--- config.mk ---
export PLATFORM = sky130hd
export DESIGN_NAME = mfcc_core
export DESIGN_NICKNAME = d
export VERILOG_FILES = /design/src/include/mfcc_pkg.sv /design/src/hw/mfcc_fifo.sv /design/src/hw/mfcc_core.sv
export SDC_FILE = /design/constraint.sdc
export NUM_CORES = 2
export LEC_CHECK = 0
export BUFFER_PORTS_ARGS = -buffer_cell sky130_fd_sc_hd__buf_2
export CAP_MARGIN = 20
export CORE_MARGIN = 4
export CORE_UTILIZATION = 35
export DETAILED_ROUTE_END_ITERATION = 8
export GPL_TIMING_DRIVEN = 0
export RECOVER_POWER = 100
export SYNTH_ARGS = -nofsm -noshare
export SYNTH_HDL_FRONTEND = slang
export SYNTH_HIERARCHICAL = 1
export SYNTH_SLANG_ARGS = --single-unit
--- constraint.sdc ---
create_clock -name core_clk -period 5.9 [get_ports core_clk]
set_input_delay 1.18 -clock core_clk [delete_from_list [all_inputs] [get_ports core_clk]]
set_output_delay 1.18 -clock core_clk [all_outputs]
set_load 0.005 [all_outputs]
--- src/include/mfcc_pkg.sv ---
// constants and types shared by the frame check codes block
package mfcc_pkg;
	// ------------------------------------------------------------
	// timing
	// ------------------------------------------------------------
	localparam int CLK_HZ     = 125_000_000;
	localparam int SILENT_MS  = 10;
	// least time, so round up to whole cycles
	localparam int SILENT_CYC = (SILENT_MS * CLK_HZ + 999) / 1000;
	localparam int SIL_W      = 21;

	// ------------------------------------------------------------
	// check codes
	// ------------------------------------------------------------
	localparam logic [15:0] CRC_INIT  = 16'hFFFF;
	localparam logic [15:0] CRC_POLY  = 16'hA001;
	localparam logic [2:0]  BIT_LAST  = 3'h7;   // eighth bit step
	localparam logic [7:0]  LRC_ZERO  = 8'h00;

	// ------------------------------------------------------------
	// characters and function codes
	// ------------------------------------------------------------
	localparam logic [7:0] CH_START = 8'h3A;   // frame_start_char
	localparam logic [7:0] CH_CR    = 8'h0D;
	localparam logic [7:0] CH_LF    = 8'h0A;
	localparam logic [7:0] CH_0     = 8'h30;
	localparam logic [7:0] CH_9     = 8'h39;
	localparam logic [7:0] CH_A     = 8'h41;
	localparam logic [7:0] CH_F     = 8'h46;
	localparam logic [7:0] FN_WR_ONE   = 8'h06;
	localparam logic [7:0] FN_WR_MULTI = 8'h10;
	localparam logic [15:0] MAX_WORDS  = 16'h000A;

	// ------------------------------------------------------------
	// frame layout and storage
	// ------------------------------------------------------------
	localparam int POS_STATION = 0;
	localparam int POS_FUNC    = 1;
	localparam int POS_ADDR_HI = 2;
	localparam int POS_ADDR_LO = 3;
	localparam int POS_CNT_HI  = 4;
	localparam int POS_CNT_LO  = 5;
	localparam int POS_BCNT    = 6;
	localparam int POS_DATA    = 7;
	localparam int BUF_BYTES   = 32;
	localparam int IDX_W       = 6;
	localparam int FIFO_DEPTH  = 4;

	typedef enum logic [2:0] {
		ST_IDLE  = 3'b000,
		ST_RECV  = 3'b001,
		ST_STEP  = 3'b010,
		ST_LF    = 3'b011,
		ST_CHECK = 3'b100,
		ST_DRAIN = 3'b101
	} mfcc_state_e;

	typedef enum logic {
		MODE_ASCII = 1'b0,
		MODE_RTU   = 1'b1
	} mfcc_mode_e;

	typedef struct packed {
		logic [15:0] addr;
		logic [15:0] data;
	} mfcc_wr_s;

	typedef struct packed {
		logic        ok;
		logic        bad;
		logic [7:0]  func;
		logic [15:0] check;
	} mfcc_stat_s;
endpackage

--- src/hw/mfcc_fifo.sv ---
// small word fifo between the frame checker and the parameter store
`timescale 1ns/1ns
module mfcc_fifo #(
	parameter int W = 32,
	parameter int D = 4
) (
	input  wire logic         core_clk,   // system clock
	input  wire logic         rstn,       // async reset, active low
	input  wire logic         in_valid,   // write word offered
	input  wire logic [W-1:0] in_data,    // write word
	output logic              in_ready,   // room for a word
	output logic              out_valid,  // word available
	output logic [W-1:0]      out_data,   // oldest word
	input  wire logic         out_ready   // consumer takes word
);
	localparam int AW = $clog2(D);

	typedef struct packed {
		logic [D-1:0][W-1:0] mem;
		logic [AW-1:0]       wp;
		logic [AW-1:0]       rp;
		logic [AW:0]         cnt;
	} mfcc_fifo_s;

	mfcc_fifo_s s;
	mfcc_fifo_s next_s;
	logic       push;
	logic       pop;

	// full and empty come from the count, never from pointer guesses
	assign in_ready  = (s.cnt != (AW+1)'(D));
	assign out_valid = (s.cnt != '0);
	assign out_data  = s.mem[s.rp];
	assign push      = in_valid && in_ready;
	assign pop       = out_valid && out_ready;

	// pointer and count update
	always_comb begin
		next_s = s;
		if (push) begin
			next_s.mem[s.wp] = in_data;
			next_s.wp = (s.wp == AW'(D-1)) ? '0 : s.wp + AW'(1);
		end
		if (pop)
			next_s.rp = (s.rp == AW'(D-1)) ? '0 : s.rp + AW'(1);
		next_s.cnt = s.cnt + (AW+1)'(push) - (AW+1)'(pop);
	end

	// state register
	always_ff @(posedge core_clk or negedge rstn) begin
		if (!rstn)
			s <= '0;
		else
			s <= next_s;
	end
endmodule // mfcc_fifo

--- src/hw/mfcc_core.sv ---
// frame delimiting, check code verification and write word framing
`timescale 1ns/1ns
// Overview of operation
// - ascii uses lrc, rtu uses 16-bit crc
// - lrc is two's complement of byte sum
// - lrc covers binary bytes, not delimiters
// - crc accumulator starts at all ones
// - each byte xored into crc low byte
// - shift right, xor polynomial if lsb one
// - exactly eight bit steps per byte
// - fold every byte before check field
// - crc low byte sent before high byte
// - rtu frames delimited by 10 ms silence
// - ascii colon start, cr lf end, hex
// - at most ten words per access
module mfcc_core import mfcc_pkg::*; #(
	parameter int SILENT_CYC_P = mfcc_pkg::SILENT_CYC,
	parameter int DEPTH        = mfcc_pkg::FIFO_DEPTH
) (
	input  wire logic                core_clk,    // system clock
	input  wire logic                rstn,        // async reset, low
	input  mfcc_pkg::mfcc_mode_e     mode,        // ascii or rtu
	input  wire logic [7:0]          my_station,  // own station address
	input  wire logic                rx_valid,    // byte from uart
	input  wire logic [7:0]          rx_byte,     // received byte
	output logic                     rx_ready,    // byte taken
	output logic                     frame_ok,    // good frame pulse
	output logic                     frame_bad,   // rejected frame pulse
	output logic [7:0]               frame_func,  // function of last frame for us whose check passed
	output logic [15:0]              frame_check, // computed check code
	output logic                     wr_valid,    // parameter write ready
	output mfcc_pkg::mfcc_wr_s       wr_data,     // address and word
	input  wire logic                wr_ready     // store takes write
);
	typedef struct packed {
		mfcc_state_e                  st;
		logic [BUF_BYTES-1:0][7:0]    frm;
		logic [IDX_W-1:0]             n;
		logic [15:0]                  crc;
		logic [15:0]                  hist1;
		logic [15:0]                  hist2;
		logic [7:0]                   sum;
		logic [7:0]                   sum1;
		logic [2:0]                   step;
		logic                         hi_pend;
		logic [3:0]                   hi_nib;
		logic [SIL_W-1:0]             sil;
		logic                         rdy;
		mfcc_stat_s                   stat;
		logic [3:0]                   wcnt;
		logic [3:0]                   widx;
		logic [IDX_W-1:0]             dbase;
		logic [15:0]                  waddr;
		logic                         push;
		mfcc_wr_s                     wr;
	} mfcc_core_s;

	mfcc_core_s       s;
	mfcc_core_s       next_s;
	logic             take;
	logic             is_rtu;
	logic             fifo_rdy;
	logic [7:0]       last1;
	logic [7:0]       last2;
	logic [15:0]      calc_chk;
	logic [15:0]      rcv_chk;
	logic [IDX_W-1:0] plen;
	logic             chk_pass;
	logic [15:0]      wcount;
	logic             fmt06;
	logic             fmt10;
	logic [4:0]       hexv;

	// ------------------------------------------------------------
	// helpers
	// ------------------------------------------------------------
	// ascii hex digit to {valid, nibble}; lower case is refused
	function automatic logic [4:0] hex_val(input logic [7:0] c);
		if (c >= CH_0 && c <= CH_9)
			hex_val = {1'b1, c[3:0]};
		else if (c >= CH_A && c <= CH_F)
			hex_val = {1'b1, c[3:0] + 4'h9};
		else
			hex_val = 5'h00;
	endfunction

	// fresh frame accumulators
	function automatic mfcc_core_s clr(input mfcc_core_s c);
		clr = c;
		clr.crc = CRC_INIT;
		clr.hist1 = CRC_INIT;
		clr.hist2 = CRC_INIT;
		clr.sum = LRC_ZERO;
		clr.sum1 = LRC_ZERO;
		clr.n = '0;
		clr.hi_pend = 1'b0;
	endfunction

	// store one binary byte and fold it into both check codes
	function automatic mfcc_core_s fold(input mfcc_core_s c,
	                                    input logic [7:0] v,
	                                    input logic rtu);
		fold = c;
		if (c.n == IDX_W'(BUF_BYTES)) begin
			// longer than any legal frame: give up on it
			fold.st = ST_IDLE;
			fold.stat.bad = 1'b1;
		end else begin
			fold.frm[c.n[IDX_W-2:0]] = v;
			fold.n = c.n + IDX_W'(1);
			// keep history so the value before the check field survives
			fold.hist2 = c.hist1;
			fold.hist1 = c.crc;
			fold.crc = c.crc ^ {8'h00, v};
			fold.sum1 = c.sum;
			fold.sum = c.sum + v;
			fold.step = '0;
			fold.st = rtu ? ST_STEP : ST_RECV;
		end
	endfunction

	// i-th write word: big-endian data, consecutive addresses
	function automatic mfcc_wr_s word_at(input mfcc_core_s c,
	                                     input logic [3:0] i);
		logic [IDX_W-2:0] k;
		k = c.dbase[IDX_W-2:0] + {i, 1'b0};
		word_at.addr = c.waddr + {12'h000, i};
		word_at.data = {c.frm[k], c.frm[k + 5'h01]};
	endfunction

	// ------------------------------------------------------------
	// frame check evaluation
	// ------------------------------------------------------------
	assign take     = rx_valid && s.rdy;
	assign is_rtu   = (mode == MODE_RTU);
	assign hexv     = hex_val(rx_byte);
	assign last1    = s.frm[s.n[IDX_W-2:0] - 5'h01];
	assign last2    = s.frm[s.n[IDX_W-2:0] - 5'h02];
	// crc before the check field; lrc is the negated sum before it
	assign calc_chk = is_rtu ? s.hist2 : {8'h00, LRC_ZERO - s.sum1};
	assign rcv_chk  = is_rtu ? {last1, last2} : {8'h00, last1};
	assign plen     = is_rtu ? s.n - IDX_W'(2) : s.n - IDX_W'(1);
	assign chk_pass = (s.n >= (is_rtu ? IDX_W'(4) : IDX_W'(3)))
	                  && (calc_chk == rcv_chk);
	assign wcount   = {s.frm[POS_CNT_HI], s.frm[POS_CNT_LO]};
	assign fmt06    = (s.frm[POS_FUNC] == FN_WR_ONE)
	                  && (plen == IDX_W'(POS_BCNT));
	assign fmt10    = (s.frm[POS_FUNC] == FN_WR_MULTI)
	                  && (wcount != 16'h0000) && (wcount <= MAX_WORDS)
	                  && (s.frm[POS_BCNT] == {wcount[6:0], 1'b0})
	                  && ({10'h000, plen}
	                      == 16'(POS_DATA) + {wcount[14:0], 1'b0});

	// ------------------------------------------------------------
	// next state
	// ------------------------------------------------------------
	always_comb begin
		next_s = s;
		next_s.stat.ok = 1'b0;
		next_s.stat.bad = 1'b0;
		// silence timer restarts on every byte on the line
		if (rx_valid)
			next_s.sil = '0;
		else if (s.sil < SIL_W'(SILENT_CYC_P))
			next_s.sil = s.sil + SIL_W'(1);
		unique case (s.st)
			ST_IDLE: begin
				if (take && !is_rtu && rx_byte == CH_START)
					next_s.st = ST_RECV;
				else if (take && is_rtu && s.sil >= SIL_W'(SILENT_CYC_P))
					next_s = fold(next_s, rx_byte, 1'b1);
			end
			ST_RECV: begin
				if (is_rtu) begin
					if (take)
						next_s = fold(next_s, rx_byte, 1'b1);
					else if (s.sil >= SIL_W'(SILENT_CYC_P))
						next_s.st = ST_CHECK;
				end else if (take) begin
					if (rx_byte == CH_START) begin
						next_s = clr(next_s);
						next_s.st = ST_RECV;
					end else if (rx_byte == CH_CR) begin
						next_s.st = s.hi_pend ? ST_IDLE : ST_LF;
						next_s.stat.bad = s.hi_pend;
					end else if (!hexv[4]) begin
						next_s.st = ST_IDLE;
						next_s.stat.bad = 1'b1;
					end else if (s.hi_pend) begin
						next_s = fold(next_s, {s.hi_nib, hexv[3:0]}, 1'b0);
						next_s.hi_pend = 1'b0;
					end else begin
						next_s.hi_nib = hexv[3:0];
						next_s.hi_pend = 1'b1;
					end
				end
			end
			ST_STEP: begin
				// one bit step per clock keeps the datapath narrow
				next_s.crc = (s.crc >> 1) ^ (s.crc[0] ? CRC_POLY : 16'h0000);
				next_s.step = s.step + 3'h1;
				if (s.step == BIT_LAST)
					next_s.st = ST_RECV;
			end
			ST_LF: begin
				if (take) begin
					next_s.st = (rx_byte == CH_LF) ? ST_CHECK : ST_IDLE;
					next_s.stat.bad = (rx_byte != CH_LF);
				end
			end
			ST_CHECK: begin
				next_s.st = ST_IDLE;
				next_s.stat.check = calc_chk;
				if (!chk_pass) begin
					next_s.stat.bad = 1'b1;
				end else if (s.frm[POS_STATION] == my_station) begin
					next_s.stat.func = s.frm[POS_FUNC];
					if (s.frm[POS_FUNC] != FN_WR_ONE
					    && s.frm[POS_FUNC] != FN_WR_MULTI) begin
						next_s.stat.ok = 1'b1;
					end else if (fmt06 || fmt10) begin
						next_s.stat.ok = 1'b1;
						next_s.wcnt = fmt06 ? 4'h1 : wcount[3:0];
						next_s.dbase = fmt06 ? IDX_W'(POS_CNT_HI)
						                     : IDX_W'(POS_DATA);
						next_s.waddr = {s.frm[POS_ADDR_HI], s.frm[POS_ADDR_LO]};
						next_s.widx = 4'h0;
						next_s.wr = word_at(next_s, 4'h0);
						next_s.push = 1'b1;
						next_s.st = ST_DRAIN;
					end else begin
						next_s.stat.bad = 1'b1;
					end
				end
			end
			ST_DRAIN: begin
				// a full fifo holds us here and rx_ready low stalls the uart
				if (fifo_rdy) begin
					if (s.widx + 4'h1 == s.wcnt) begin
						next_s.push = 1'b0;
						next_s.st = ST_IDLE;
					end else begin
						next_s.widx = s.widx + 4'h1;
						next_s.wr = word_at(s, s.widx + 4'h1);
					end
				end
			end
			default: begin
				next_s.st = ST_IDLE;
				next_s.push = 1'b0;
			end
		endcase
		if (next_s.st == ST_IDLE)
			next_s = clr(next_s);
		next_s.rdy = (next_s.st == ST_IDLE) || (next_s.st == ST_RECV)
		             || (next_s.st == ST_LF);
	end

	// state register
	always_ff @(posedge core_clk or negedge rstn) begin
		if (!rstn) begin
			s <= '0;
			s.st <= ST_IDLE;
			s.crc <= CRC_INIT;
			s.hist1 <= CRC_INIT;
			s.hist2 <= CRC_INIT;
			s.rdy <= 1'b1;
		end else begin
			s <= next_s;
		end
	end

	// ------------------------------------------------------------
	// write word buffer
	// ------------------------------------------------------------
	mfcc_fifo #(
		.W ($bits(mfcc_wr_s)),
		.D (DEPTH)
	) u_fifo (
		.core_clk  (core_clk),
		.rstn      (rstn),
		.in_valid  (s.push),
		.in_data   (s.wr),
		.in_ready  (fifo_rdy),
		.out_valid (wr_valid),
		.out_data  (wr_data),
		.out_ready (wr_ready)
	);

	// registered outputs
	assign rx_ready    = s.rdy;
	assign frame_ok    = s.stat.ok;
	assign frame_bad   = s.stat.bad;
	assign frame_func  = s.stat.func;
	assign frame_check = s.stat.check;
endmodule // mfcc_core

==> qor.yml <==
floorplanning:
  coreArea_um2: 106000
  die_h_um: 335
  rows: 119
  die_width_um: 335
  start_util_pct: 35.4
  io_pins: 81
  dieArea_um2: 112000
synthesis:
  netlist_instances: 3299
  synth-async-reset-ratio_pct: 100
  ys_warn_count: 6
  synth_top_area_cell: "dfrtp_1"
  synthTopCellsByArea: "dfrtp_1 (35%), mux4_2 (18%), mux2_4 (4.8%)"
  synth_top_area_share_pct: 35.4
  synth_ff_type: "dfrtp_1"
  syn_area_um2: 37500
  synth_nets: 3376
  synth_edf_count: 0
  synth_cell_types: 93
  syn_avg_cell_area_um2: 11.4
  ys_seq_area_share_pct: 38.8
  synth-seq-cells: 579
placement:
  place_congestion: 1.12
  dpl_cell_area_um2: 39900
  post-dp-hpwl_mm: 113
  portBuffers: 78
  place_ws_ps: -1860
routing:
  num_vias: 31700
  drt-total-wl_mm: 153
  drt-pass1-iter-count: 7
  drtIter0Drc: 4045
  vias_per_cell: 6.42
  ant_nets: 0
  drc: 0
  wl_per_cell_um: 30.9
sta:
  fmax_ghz: 0.167
  skew_ps: 35.4
  fin_ws_ps: -74.3
  fin_crit_ps: 5970
  slew_violations: 170
  holdWs_ps: 476
  rsz0062_at_grt: "false"
  hold_violations: 0
  worstMarginPinSlew_ps: 2880
  post-route-period-util_pct: 101
  setup_violations: 12
  slew_headroom_pct: -92.2
cts:
  cts_tree: "built"
  cts_buffers: 71
  root_buffer: "clkbuf_16"
  clkLatencyLatePin_ps: 650
  holdBufCountCts: 0
  clk_path_buf_depth: 3
  cts_sinks: 579
  h-tree-depth: 3
  cts.clk_slew.worst_paths_ps: 60
critical_path:
  rr_worst_depth: 19
  critPathMaxFanout: 14
  worstPathRequired_ps: 6340
  critPathBufInv: 9
  crit_type: "flop to flop"
  cpPeakStageDelay_ps: 560
  path_delay_family: "buffers and inverters"
  path_cells: "clkbuf_4 -> buf_4 -> clkbuf_4 -> inv_4 -> ha_1 -> buf_4 -> buf_4 -> buf_6 -> buf_4 -> mux4_2 -> mux2i_1 -> a22oi_1 -> o311ai_1 -> xnor2_1 -> nand4b_1 -> buf_4 -> nor3_2 -> a21boi_0 -> o22ai_1"
  path_depth: 19
  cp-startpoint: "s[184]"
  cpMostUsedCell: "buf_4"
  cp-start-kind: "flop"
  worstSetupEndpointType: "flop"
  r2r-start: "s[184]"
  crit_arrival_ps: 6420
  cpMaxStageDelayCell: "a21boi_0"
cells_and_area:
  areaGrowthSynthToFinish_pct: 12.3
  multi_input_area_um2: 21000
  final_area_um2: 42100
  num-fill-cells: 10300
  seqCellArea_um2: 14600
  finalNetCount: 3560
  drive_gt1_share_pct: 22.0
global_routing:
  grt.total_usage_pct: 26.6
  grt_start_max_net_pins: 112
  grt.overflow.total: 0
  antenna_found_initial: 4
  grt_pass1_vias: 30300
  grt_pass1_wl_mm: 219
power_and_ir_drop:
  fin_total_pwr_mw: 10.1
  powerDensity_nw_per_um2: 240
  p_leak_nw: 17.0
  ir_worst_vdd_mv: 0.198
hold_path:
  hold_path.class: "flop to flop"
  worstHoldStart: "frame_check[8]"
  hold_depth: 2
status:
  failed_checks: "capacitance limit, slew limit, setup timing"
  status: "finished with violations"
job:
  max-cap-violations: 2
-- worst paths after layout --
kind                                   to  slack [ps]
setup / recovery                frame_bad         -70
hold / removal             frame_check[8]         480
setup reg to reg                frame_bad         -70
hold reg to reg            frame_check[8]         480
max in group asynchronous  frame_check[4]        1110
min in group asynchronous   u_fifo/s[124]        1470
-- sequential cells by signal (all words and copies together), names as in the netlist --
name,count
frame_bad,1
frame_check,16
s,417
rx_ready,1
frame_func,8
u_fifo/s,135
frame_ok,1
-- routing by layer --
layer  track usage (%)  part of all wire (%)  vias up
met5                 0                  0.16        -
met4              14.3                   7.0        8
met3              10.3                    13      535
met2              38.6                    42     2289
met1              34.1                    38    15900
li1                  -                     -    12900
-- cell usage in the layout, fill, tap and decap left out, types with 21 or more instances in the layout --
cell type,n
nor3_1,85
and3_1,26
mux2_1,108
mux2i_1,71
ha_1,49
clkbuf_1,228
dfrtp_1,530
xor2_1,35
a22oi_1,47
o21ai_0,81
a21oi_1,322
clkbuf_16,73
inv_1,34
nand3_1,53
nor2_1,318
buf_4,32
nand2_1,235
mux2_2,78
o21ai_1,21
a221o_1,25
buf_2,53
dfstp_2,48
mux4_2,301
xnor2_1,60
a22o_1,111
a211o_1,42
clkbuf_4,26
-- cell type report --
cell class | count | share of cell area, %
well taps | 1391 | 4.14
multi-input cells | 2396 | 50.0
flip-flops and latches | 579 | 34.6
repair buffers | 111 | 1.66
inverters | 38 | 0.366
clock buffers | 92 | 4.73
diodes | 4 | 0.0238
clock inverters | 38 | 1.07
plain buffers | 286 | 3.42
-- logic make-up (layout without fill, tap and decap cells) --
family                     Yosys count  after routing  synth area share (%)
and+or+nand+nor                    853            853                  10.4
muxes                              577            577                  27.4
other                                0              4                     0
buffers and inverters              324            565                  4.53
xor gates and xnor gates           105            105                  2.60
DFF                                579            579                  38.8
AOI/OAI and AO/OA                  805            805                  14.2
adders and majority gates           56             56                  1.97
-- worst min-delay path, cell delays in order (launching register included) --
cell and delay [ps]:
dfrtp_1 350, nand2_1 50, nand2_1 50
-- where the power goes --
group | total, mW | internal, mW | switching (mW)
logic | 1.41 | 0.466 | 0.944
clock network | 4.59 | 2.72 | 1.87
registers | 4.10 | 4.04 | 0.0588
-- synth_stat cells (44+ instances only) --
| master | number |
|---|---|
| a22o_1 | 111 |
| mux2_2 | 78 |
| dfstp_2 | 49 |
| a21oi_1 | 324 |
| buf_2 | 44 |
| mux2_4 | 120 |
| ha_1 | 51 |
| nor2_1 | 320 |
| dfrtp_1 | 530 |
| o21ai_0 | 81 |
| mux2i_1 | 77 |
| mux4_2 | 301 |
| nand3_1 | 53 |
| nor3_1 | 87 |
| nand2_1 | 235 |
| xnor2_1 | 62 |
| a22oi_1 | 50 |
| clkbuf_1 | 161 |
-- through the flow --
step           util (%)  instances  TNS [ps]
6_report           39.8       4935      -266
3_3_place_gp       37.4       4768  -5154710
5_1_grt            39.8       4931         0
3_5_place_dp       37.8       4794   -257930
2_1_floorplan         -       3299         0
4_1_cts            40.4       4926         0
-- timing repair --
item,CTS,global route
resized for setup,73,34
setup endpoints to repair,243,217
pin swaps,2,1
buffers inserted,2,0
Note: power is estimated with default switching activity, not from simulation.
